[config.mk]
export PLATFORM = sky130hd
export DESIGN_NAME = tfa_top
export DESIGN_NICKNAME = d
export VERILOG_FILES = /design/src/core/tfa_top.v /design/src/core/tfa_gain.v
export VERILOG_INCLUDE_DIRS = /design/src /design/src/core
export SDC_FILE = /design/constraint.sdc
export NUM_CORES = 1
export LEC_CHECK = 0
export ABC_AREA = 1
export BUFFER_PORTS_ARGS = -buffer_cell sky130_fd_sc_hd__buf_2
export CAP_MARGIN = 40
export CORE_ASPECT_RATIO = 0.75
export CORE_MARGIN = 5
export CORE_UTILIZATION = 45
export DETAILED_ROUTE_END_ITERATION = 16
export GPL_ROUTABILITY_DRIVEN = 0
export PLACE_DENSITY = 0.73
export RECOVER_POWER = 25
export SLEW_MARGIN = 40
export SYNTH_ARGS = -nofsm -noshare
export SYNTH_HDL_FRONTEND = slang
export SYNTH_SLANG_ARGS = --single-unit
export TNS_END_PERCENT = 50
[constraint.sdc]
create_clock -name clk_sys -period 3.9 [get_ports clk_sys]
set_input_delay 0.585 -clock clk_sys [delete_from_list [all_inputs] [get_ports clk_sys]]
set_output_delay 0.585 -clock clk_sys [all_outputs]
set_load 0.02 [all_outputs]
[src/core/tfa_defs.vh]
`ifndef TFA_DEFS_VH
`define TFA_DEFS_VH
// Register addresses on the serial-port register access.
`define TFA_ADDR_ALIGN   8'h33
`define TFA_ADDR_LEVEL   8'h34
`define TFA_ADDR_SHGAIN  8'h35
`define TFA_ADDR_I1GAIN  8'h36
// Alignment control bit positions.
`define TFA_BIT_INIT     6
`define TFA_BIT_FRAMED   5
`define TFA_BIT_ACK      4
`define TFA_BIT_REQ      3
`define TFA_OFS_HI       2
`define TFA_OFS_LO       0
// Reset values.
`define TFA_OFS_RST      3'h4
`define TFA_GAIN_RST     5'h10
// Gain codes are unsigned 1.4 values.
`define TFA_GAIN_FRAC    4
// Gain code field inside the two gain registers.
`define TFA_GAIN_HI      4
`define TFA_GAIN_LO      0
`endif

[src/core/tfa_top.v]
// What this block does
// - Format bit picks two's complement or offset.
// - Bit 6 flags alignment after chip reset.
// - Bit 5 flags alignment after frame reset.
// - Bit 4 acknowledges serial-port requested alignment.
// - Pointers set apart by three-bit offset.
// - Buffer holds eight entries, ideally half full.
// - Level field: one bit per valid entry.
// - Level is wrapping thermometer, read to write.
// - Shaping gain code/16 scales I and Q.
// - First interpolation gain code/16 scales both.
`timescale 1ns/1ps
`default_nettype none
module tfa_top #(
  parameter W     = 12,
  parameter DEPTH = 8
) (
  // Clock, reset, enable
  input  wire         clk_sys,
  input  wire         resetn,
  input  wire         ce,
  // Link side, all asynchronous to clk_sys
  input  wire         interface_clock_pin,
  input  wire         frame_in,
  input  wire [W-1:0] tx_i,
  input  wire [W-1:0] tx_q,
  // Format select
  input  wire         sample_format_select,
  // Register access
  input  wire         reg_wr,
  input  wire [7:0]   reg_addr,
  input  wire [7:0]   reg_wdata,
  output reg  [7:0]   reg_rdata,
  // Transmit path outputs
  output wire [W-1:0] shaped_i,
  output wire [W-1:0] shaped_q,
  output wire [W-1:0] interp_i,
  output wire [W-1:0] interp_q,
  output reg  [W-1:0] rd_i_q,
  output reg  [W-1:0] rd_q_q
);
`include "tfa_defs.vh"
  // Two-stage synchronisers for the link pins.
  reg  [2:0]     clk_s_q;
  reg  [1:0]     frm_s_q;
  reg  [W-1:0]   di_s1_q;
  reg  [W-1:0]   di_s2_q;
  reg  [W-1:0]   dq_s1_q;
  reg  [W-1:0]   dq_s2_q;
  reg            frm_d_q;
  always @(posedge clk_sys or negedge resetn) begin
    if (!resetn) begin
      clk_s_q <= 3'h0;
      frm_s_q <= 2'h0;
      frm_d_q <= 1'b0;
      di_s1_q <= {W{1'b0}};
      di_s2_q <= {W{1'b0}};
      dq_s1_q <= {W{1'b0}};
      dq_s2_q <= {W{1'b0}};
    end else if (ce) begin
      clk_s_q <= {clk_s_q[1:0], interface_clock_pin};
      frm_s_q <= {frm_s_q[0], frame_in};
      frm_d_q <= frm_s_q[1];
      di_s1_q <= tx_i;
      di_s2_q <= di_s1_q;
      dq_s1_q <= tx_q;
      dq_s2_q <= dq_s1_q;
    end
  end
  wire wr_tick = clk_s_q[1] & ~clk_s_q[2];
  wire frame_rise = frm_s_q[1] & ~frm_d_q;

  // Registers.
  reg  [2:0]     ofs_q;
  reg            req_q;
  reg            init_q;
  reg            framed_q;
  reg            ack_q;
  reg  [4:0]     shg_q;
  reg  [4:0]     i1g_q;
  reg            boot_q;
  reg            align_busy_q;
  // Request edge: a held request realigns once, not every cycle.
  wire req_new = req_q & ~ack_q & ~align_busy_q;
  reg  [1:0]     cause_q;
  localparam C_BOOT = 2'h0, C_FRAME = 2'h1, C_REQ = 2'h2;
  wire start = boot_q | frame_rise | req_new;

  // Buffer storage, pointers, and wrapping level.
  localparam AW = 3;
  reg  [W-1:0]   mem_i_q [0:DEPTH-1];
  reg  [W-1:0]   mem_q_q [0:DEPTH-1];
  reg  [AW-1:0]  wp_q;
  reg  [AW-1:0]  rp_q;
  reg  [DEPTH-1:0] vld_q;
  reg            rd_tick_q;
  always @(posedge clk_sys or negedge resetn) begin
    if (!resetn) begin
      wp_q <= {AW{1'b0}};
      rp_q <= {AW{1'b0}};
      rd_tick_q <= 1'b0;
      align_busy_q <= 1'b0;
      cause_q <= C_BOOT;
      boot_q <= 1'b1;
      init_q <= 1'b0;
      framed_q <= 1'b0;
      ack_q <= 1'b0;
    end else if (ce) begin
      boot_q <= 1'b0;
      // The read side steps one cycle after each write tick, so the gap is kept.
      // With an offset of seven the level reads empty for that single cycle.
      rd_tick_q <= wr_tick;
      if (start) begin
        // Priority: chip reset, then frame, then serial request.
        rp_q <= {AW{1'b0}};
        wp_q <= ofs_q;
        align_busy_q <= 1'b1;
        cause_q <= boot_q ? C_BOOT : (frame_rise ? C_FRAME : C_REQ);
        if (frame_rise) framed_q <= 1'b0;
      end else begin
        if (wr_tick) wp_q <= wp_q + 1'b1;
        if (rd_tick_q) rp_q <= rp_q + 1'b1;
        if (align_busy_q && wr_tick) begin
          align_busy_q <= 1'b0;
          case (cause_q)
            C_BOOT:  init_q <= 1'b1;
            C_FRAME: framed_q <= 1'b1;
            C_REQ:   ack_q <= 1'b1;
            default: init_q <= init_q;
          endcase
        end
      end
      // The ack stays up while the request is held; clearing it drops the ack.
      if (!req_q && !(align_busy_q && wr_tick && cause_q == C_REQ)) ack_q <= 1'b0;
    end
  end

  genvar g;
  generate
    for (g = 0; g < DEPTH; g = g + 1) begin : g_ent
      wire [31:0]   gv = g;
      wire [AW-1:0] dw = gv[AW-1:0] - rp_q;
      wire [AW-1:0] dn = wp_q - rp_q;
      // Entry is valid when it lies from read up to write pointer, wrapping.
      always @(posedge clk_sys or negedge resetn) begin
        if (!resetn) begin
          mem_i_q[g] <= {W{1'b0}};
          mem_q_q[g] <= {W{1'b0}};
          vld_q[g] <= 1'b0;
        end else if (ce) begin
          vld_q[g] <= dw < dn;
          if (wr_tick && wp_q == gv[AW-1:0]) begin
            // Offset binary flips the sign bit to reach two's complement.
            mem_i_q[g] <= {di_s2_q[W-1] ^ sample_format_select, di_s2_q[W-2:0]};
            mem_q_q[g] <= {dq_s2_q[W-1] ^ sample_format_select, dq_s2_q[W-2:0]};
          end
        end
      end
    end
  endgenerate

  always @(posedge clk_sys or negedge resetn) begin
    if (!resetn) begin
      rd_i_q <= {W{1'b0}};
      rd_q_q <= {W{1'b0}};
    end else if (ce && rd_tick_q) begin
      rd_i_q <= mem_i_q[rp_q];
      rd_q_q <= mem_q_q[rp_q];
    end
  end

  always @(posedge clk_sys or negedge resetn) begin
    if (!resetn) begin
      ofs_q <= `TFA_OFS_RST;
      req_q <= 1'b0;
      shg_q <= `TFA_GAIN_RST;
      i1g_q <= `TFA_GAIN_RST;
    end else if (ce && reg_wr) begin
      if (reg_addr == `TFA_ADDR_ALIGN) begin
        ofs_q <= reg_wdata[`TFA_OFS_HI:`TFA_OFS_LO];
        req_q <= reg_wdata[`TFA_BIT_REQ];
      end
      if (reg_addr == `TFA_ADDR_SHGAIN) shg_q <= reg_wdata[`TFA_GAIN_HI:`TFA_GAIN_LO];
      if (reg_addr == `TFA_ADDR_I1GAIN) i1g_q <= reg_wdata[`TFA_GAIN_HI:`TFA_GAIN_LO];
    end
  end

  always @* begin
    case (reg_addr)
      `TFA_ADDR_ALIGN:  reg_rdata = {1'b0, init_q, framed_q, ack_q, req_q, ofs_q};
      `TFA_ADDR_LEVEL:  reg_rdata = vld_q;
      `TFA_ADDR_SHGAIN: reg_rdata = {3'h0, shg_q};
      `TFA_ADDR_I1GAIN: reg_rdata = {3'h0, i1g_q};
      default:          reg_rdata = 8'h00;
    endcase
  end

  tfa_gain #(.W(W)) u_shape (
    .clk_sys (clk_sys),
    .resetn  (resetn),
    .ce      (ce),
    .gain    (shg_q),
    .in_i    (rd_i_q),
    .in_q    (rd_q_q),
    .out_i   (shaped_i),
    .out_q   (shaped_q)
  );
  tfa_gain #(.W(W)) u_int1 (
    .clk_sys (clk_sys),
    .resetn  (resetn),
    .ce      (ce),
    .gain    (i1g_q),
    .in_i    (shaped_i),
    .in_q    (shaped_q),
    .out_i   (interp_i),
    .out_q   (interp_q)
  );
endmodule
`default_nettype wire

[src/core/tfa_gain.v]
`timescale 1ns/1ps
`default_nettype none
module tfa_gain #(
  parameter W = 12
) (
  // Clock and control
  input  wire         clk_sys,
  input  wire         resetn,
  input  wire         ce,
  input  wire [4:0]   gain,
  // Samples
  input  wire [W-1:0] in_i,
  input  wire [W-1:0] in_q,
  output reg  [W-1:0] out_i,
  output reg  [W-1:0] out_q
);
`include "tfa_defs.vh"
  wire signed [W+5:0] pi;
  wire signed [W+5:0] pq;
  wire signed [W+5:0] si;
  wire signed [W+5:0] sq;
  wire signed [W-1:0] mx;
  wire signed [W-1:0] mn;
  assign pi = $signed(in_i) * $signed({1'b0, gain});
  assign pq = $signed(in_q) * $signed({1'b0, gain});
  assign si = pi >>> `TFA_GAIN_FRAC;
  assign sq = pq >>> `TFA_GAIN_FRAC;
  assign mx = {1'b0, {(W-1){1'b1}}};
  assign mn = {1'b1, {(W-1){1'b0}}};
  // Gains near two would wrap; saturating keeps the output on the right rail.
  always @(posedge clk_sys or negedge resetn) begin
    if (!resetn) begin
      out_i <= {W{1'b0}};
      out_q <= {W{1'b0}};
    end else if (ce) begin
      out_i <= (si > mx) ? mx : (si < mn) ? mn : si[W-1:0];
      out_q <= (sq > mx) ? mx : (sq < mn) ? mn : sq[W-1:0];
    end
  end
endmodule
`default_nettype wire

# Word-level counts from Yosys, hierarchy flattened

Index checks and enable logic that the tools add are counted.

Register bits: 354
Bits of input ports: 47
Output and inout bits: 80
Word-level logic and storage cells: 183

Add/subtract/negate cells: 11
Multiply operators: 4
Magnitude comparators: 17
Eq/ne operators: 15
Multiplexer cells: 31
Bitwise operators: 14
Reductions and logical operators: 41

Operator list:

| kind                                                                               | count |
|---|---|
| 12-bit 2-to-1 mux                                                                  | 12 |
| 12-bit binary-select mux with 3-bit select                                         | 2 |
| 12-bit by 6-bit multiplier with 18-bit output                                      | 4 |
| 14-bit by 12-bit greater-than comparator with 1-bit output (second input constant) | 4 |
| 14-bit by 12-bit < comparator with 1-bit output (second input constant)            | 4 |
| 8-bit by 6-bit == test with 1-bit output (second input constant)                   | 4 |
| 8-bit case mux with 4 select lines                                                 | 1 |
| 2-bit AND reduction                                                                | 15 |
| 3-bit < comparator                                                                 | 8 |
| 1-bit logical AND                                                                  | 13 |
| 3-bit == test (second input constant)                                              | 4 |
| 3-bit 2-to-1 mux                                                                   | 4 |
| 4-bit AND reduction                                                                | 3 |
| 2-bit nonzero test                                                                 | 6 |
| 3-bit subtractor (first input constant)                                            | 4 |
| 1-bit 2-to-1 mux                                                                   | 10 |
| 3-bit by 1-bit adder with 3-bit output (second input constant)                     | 2 |
| 3-bit by 2-bit == test with 1-bit output (second input constant)                   | 2 |
| 1-bit by 3-bit subtractor with 3-bit output (first input constant)                 | 2 |
| 2-bit by 3-bit subtractor with 3-bit output (first input constant)                 | 2 |
| 1-bit inverter                                                                     | 5 |
| 1-bit AND                                                                          | 4 |
| 4-bit >= comparator (second input constant)                                        | 1 |
| 2-bit 2-to-1 mux                                                                   | 2 |
| 12 further kinds                                                                   | 15 |

# Logic depth before layout (Yosys ltp)

Depth after elaboration: 8
Depth in mapped cells: 23
Mapped depth without buffers: 21

# Hierarchy

From an unflattened synthesis, not the netlist that was laid out.

Cells, all modules: 3538
Area total of the unflattened synthesis: 25991.2 µm²

By module, submodules not included:

| module             | times used | cells each | area each (µm²) | sequential area each (µm²) |
|---|---|---|---|---|
| tfa_top            | 1          | 1712       | 13980.9         | 7662.3 |
| tfa_gain (u_shape) | 1          | 919        | 6060.8          | 600.6 |
| tfa_gain (u_int1)  | 1          | 907        | 5949.5          | 600.6 |

# Worst setup path before layout

Ideal clock, no wire load.

Path type: reg-to-reg
Start: register i1g_q[2]
End: register u_int1.out_q[10]
Library setup time: 0.132 ns
Arrival time: 3.920 ns
Data required time: 3.768 ns
Setup slack: -0.152 ns
Cell stages (with the launch flop): 19
Buffers on the path: 2
Clock period less this slack: 4.052 ns
Path through: dfrtp_1 -> clkbuf_1 -> clkbuf_1 -> nand2_1 -> fa_1 -> fa_1 -> fa_1 -> inv_1 -> ha_1 -> nand2_1 -> nor2_1 -> and3_1 -> nand2_1 -> nand2_1 -> nand2_1 -> nand2_1 -> nand2_1 -> a21oi_4 -> a21oi_1

Longest elaborated chain between the ends: 4
Elaborated cells on any way between the ends: 5
Classes of those cells: mul (1); order compare (2); mux (2)

RTL lines:

| element                                           | RTL line      | RTL |
|---|---|---|
| start, declared                                   | tfa_top.v:80  | `reg [4:0] i1g_q;` |
| start signal, assigned                            | tfa_top.v:177 | `` i1g_q <= `TFA_GAIN_RST; `` |
| start signal, assigned                            | tfa_top.v:184 | `` if (reg_addr == `TFA_ADDR_I1GAIN) i1g_q <= reg_wdata[`TFA_GAIN_HI:`TFA_GAIN_LO]; `` |
| 12-bit by 6-bit multiplier with 18-bit output (*) | tfa_gain.v:25 | `assign pq = $signed(in_q) * $signed({1'b0, gain});` |
| 14-bit by 12-bit < comparator with 1-bit output   | tfa_gain.v:37 | `out_q <= (sq > mx) ? mx : (sq < mn) ? mn : sq[W-1:0];` |
| 12-bit 2-to-1 mux                                 | tfa_gain.v:37 |  |
| 12-bit 2-to-1 mux (*)                             | tfa_gain.v:37 |  |
| end signal, assigned                              | tfa_gain.v:34 | `out_q <= {W{1'b0}};` |
| end signal, assigned                              | tfa_gain.v:37 |  |
| end, declared                                     | tfa_gain.v:15 | `output reg [W-1:0] out_q` |

Mark *: on every way between the ends. The rest lies on a longest branch, timed or not.
A chain may end at the register's enable or synchronous reset.

# Worst setup path after layout

Start: register shg_q[2]
End: register u_shape.out_q[2]

Longest elaborated chain between the ends: 4
Elaborated cells on any way between the ends: 5
Classes of those cells: mul (1); order compare (2); mux (2)

RTL lines:

| element                                           | RTL line      | RTL |
|---|---|---|
| start, declared                                   | tfa_top.v:79  | `reg [4:0] shg_q;` |
| start signal, assigned                            | tfa_top.v:176 | `` shg_q <= `TFA_GAIN_RST; `` |
| start signal, assigned                            | tfa_top.v:183 | `` if (reg_addr == `TFA_ADDR_SHGAIN) shg_q <= reg_wdata[`TFA_GAIN_HI:`TFA_GAIN_LO]; `` |
| 12-bit by 6-bit multiplier with 18-bit output (*) | tfa_gain.v:25 |  |
| 14-bit by 12-bit < comparator with 1-bit output   | tfa_gain.v:37 |  |
| 12-bit 2-to-1 mux                                 | tfa_gain.v:37 |  |
| 12-bit 2-to-1 mux (*)                             | tfa_gain.v:37 |  |
| end signal, assigned                              | tfa_gain.v:34 |  |
| end signal, assigned                              | tfa_gain.v:37 |  |
| end, declared                                     | tfa_gain.v:15 |  |

Marked as above.

==> summary.md <==
| Metric | Value |
|---|---|
| Failing checks | `max-capacitance violations, max-slew violations, negative setup slack` |
| Max IR drop VDD | `378 uV` |
| Boundary Pins | `127` |
| Drt total wl | `71,800 um` |
| Initial DRC count | `2,080` |
| Clk_lat worst skew | `570 ps` |
| Final Hold Fails | `0` |
| Synth async-reset ratio | `100%` |
| Setup TNS | `-7060 ps` |
| Die width | `283 um` |
| Critical Path Source | `shg_q[2]$_DFFE_PN0P_` |
| Post-synthesis cell area | `25,100 um^2` |
| CTS Sinks | `354` |
| Util after Layout | `57.3%` |
| Die height | `215 um` |
| Worst setup margin | `-206 ps` |
| Area after DPL | `28,100 um^2` |
| Reg area | `8870 um^2` |
| Critical Path End | `u_shape.out_q[2]$_DFFE_PN0P_` |
| FF-to-FF path depth | `21` |
| First-pass GRT wire length | `113,000 um` |
| Status | `finished, violations left` |
| WP data required | `4330 ps` |
| Syn_area_per_cell | `7.53 um^2` |
| Post-synth EDFFs | `0` |
| Antenna Nets Post-Route | `0` |
| CTS Hold Bufs | `0` |
| Post-Layout Cell Count | `4,439` |
| Commonest non-fill, non-tap cell in the layout | `nand2_1` |
| Startpoint Class | `flip-flop` |
| GRT Util Overall | `22.6%` |
| Port Buffers | `123` |
| Syn Inst Count | `3,334` |
| Synthesis-stage register bit count | `354` |
| Final setup violation count | `46` |
| Hold crit path type | `in -> reg` |
| Initial Util | `45.2%` |
| Antenna violations before repair | `1` |
| Drt pass-1 iters | `5` |
| Peak Freq | `244 MHz` |
| Final slew viol count | `96` |
| RSZ-0062 raised after global routing | `true` |
| DR DRC count | `0` |
| Core area | `55,600 um^2` |
| Drt wl/cell | `16.2 um` |
| CTS Buffer Depth | `3` |
| Slew HR | `-54.7%` |
| Area occupied by multi-input gates | `14,900 um^2` |
| Via count | `22,900` |
| Clock slew at reported path FFs | `60 ps` |
| Vias per inst | `5.16` |
| Root Buffer Master | `clkbuf_16` |
| Clk_skew | `20.5 ps` |
| Worst slack, placed | `-325 ps` |
| Total CTS buffers | `38` |
| Sequential-to-total area share from yosys stat | `35.3%` |
| Crit Path Category | `reg -> reg` |
| Placed instance count | `4,303` |
| CTS tree | `yes` |
| Full die area | `60,600 um^2` |
| Reg-to-reg slack, setup | `-210 ps` |
| Distinct cell type count after synthesis | `37` |
| Worst-Margin Slew | `2320 ps` |
| Total gr overflow | `0` |
| Syn Nets | `3,671` |
| Cell type with the largest total area after synthesis | `dfrtp_1` |
| Max-cap violations | `1` |
| Share of cells above drive strength 1 | `23.6%` |
| DP Wirelength | `46,000 um` |
| Fin crit period | `4110 ps` |
| Crit-path max FO | `6` |
| Power density cells | `426 nW/um^2` |
| Critical Path AT | `4540 ps` |
| Top-area cell type share of the netlist area | `34.9%` |
| Top post-synthesis cells by area | `dfrtp_1, nand2_1, fa_1` |
| Vias in the first global route | `22,500` |
| Final Cell Area | `31,800 um^2` |
| Top FF cell, synth | `dfrtp_1` |
| Largest net degree at the start of global routing | `96` |
| Area Overhead vs Synth | `26.8%` |
| Leak pwr | `18.1 nW` |
| Worst r2r src | `shg_q[2]$_DFFE_PN0P_` |
| FP Rows | `75` |
| CTS H-tree lvls | `2` |
| CP endpoint kind | `flip-flop` |
| FF-to-FF End | `u_shape.out_q[2]$_DFFE_PN0P_` |
| Period utilisation layout | `105%` |
| Final Net Count | `4,015` |
| Most frequent cells in the layout | `nand2_1, inv_1, dfrtp_1` |
| Fillers | `4,655` |
| Ys Warns | `0` |
[through the flow]
stage	hold slack, ps	total power [mW]
detailed placement	452	9.51
global placement	455	9.36
global route	214	14.4
CTS	61.5	13.5
finish	215	13.6
floorplan	289	7.94
[state kept, by name, indices dropped and copies added (netlist names), 3 cells and up]
signal	flops
rd_q_q	12
i1g_q	5
mem_q_q	96
vld_q	8
dq_s2_q	12
rp_q	3
mem_i_q	96
dq_s1_q	12
shg_q	5
u_shape.out_q	12
di_s1_q	12
ofs_q	3
u_int1.out_q	12
di_s2_q	12
wp_q	3
rd_i_q	12
clk_s_q	3
u_int1.out_i	12
u_shape.out_i	12
[area by class of cell]
type | instances | share of cell area (%)
Multi-Input combinational cell | 2160 | 46.7
Sequential cell | 354 | 27.9
Timing Repair Buffer | 417 | 9.99
Inverter | 707 | 8.39
Clock buffer | 54 | 3.46
Tap cell | 731 | 2.88
Clock inverter | 15 | 0.684
Antenna cell | 1 | 0.00787
[repair_timing]
action,in CTS,in global routing
setup endpoints to repair,46,48
setup buffers,21,31
gates cloned,7,7
resized for setup,211,247
pin swaps,114,168
[report_power, final]
group	switching [mW]	total, mW	internal, mW
clock	1.55	3.80	2.25
sequential	0.828	5.64	4.81
combinational	2.56	4.12	1.56
[worst min-delay path by stage]
stage / startpoint / endpoint / slack, ps / cells past startpoint
2_1_floorplan: resetn / ack_q$_DFFE_PN0P_ / 290 / 0
3_3_place_gp: di_s1_q[11]$_DFFE_PN0P_ / di_s1_q[11]$_DFFE_PN0P_ / 450 / 2
3_5_place_dp: init_q$_DFFE_PN0P_ / init_q$_DFFE_PN0P_ / 450 / 2
4_1_cts: resetn / dq_s1_q[8]$_DFFE_PN0P_ / 60 / 1
5_1_grt: tx_i[7] / di_s1_q[7]$_DFFE_PN0P_ / 210 / 3
6_report: tx_i[11] / di_s1_q[11]$_DFFE_PN0P_ / 210 / 3
[layer usage]
layer	vias to the layer above	GRT usage, %	part of all wire [%]
li1	10800	-	-
met2	863	34.4	44
met3	132	4.59	8.6
met1	11100	33.5	45
met5	-	0	0
met4	0	5.55	2.4
[cell usage after synthesis (6+ instances only)]
cell	n
buf_1	6
a21oi_1	107
a22o_1	12
o21bai_1	7
xor2_1	29
a221oi_1	36
nand3_1	130
o21ai_0	244
nand4_1	15
buf_2	18
xnor2_1	16
nand2_1	1066
nor3_1	30
clkbuf_1	89
fa_1	149
nor2_1	134
ha_1	141
inv_1	704
dfrtp_1	350
[cell families (layout without fill, tap and decap cells)]
family	Yosys count	in the layout	synth area share, %
AND/OR/NAND/NOR	1393	1396	22.0
buffers and inverters	827	1193	12.6
AO/OA/AOI/OAI	425	429	9.59
flip-flops	354	354	35.3
adder cells (fa/ha/maj)	290	290	18.9
XOR/XNOR	45	45	1.57
other	0	1	0
[critical path, stage by stage (launching register included)]
cell and delay (ps):
dfrtp_2 510, clkbuf_16 210, buf_8 120, nand2_4 50, fa_1 510, inv_1 50, fa_1 470, inv_1 50
fa_1 500, inv_2 50, ha_4 300, nand2_4 60, inv_4 60, nand2_4 60, nor3_4 210, nand2_2 100
nand2_2 70, nand2_2 70, nand2_2 80, nand2_4 80, a21oi_4 230, a21oi_1 100
No activity file was read; power rests on OpenSTA's default activity.
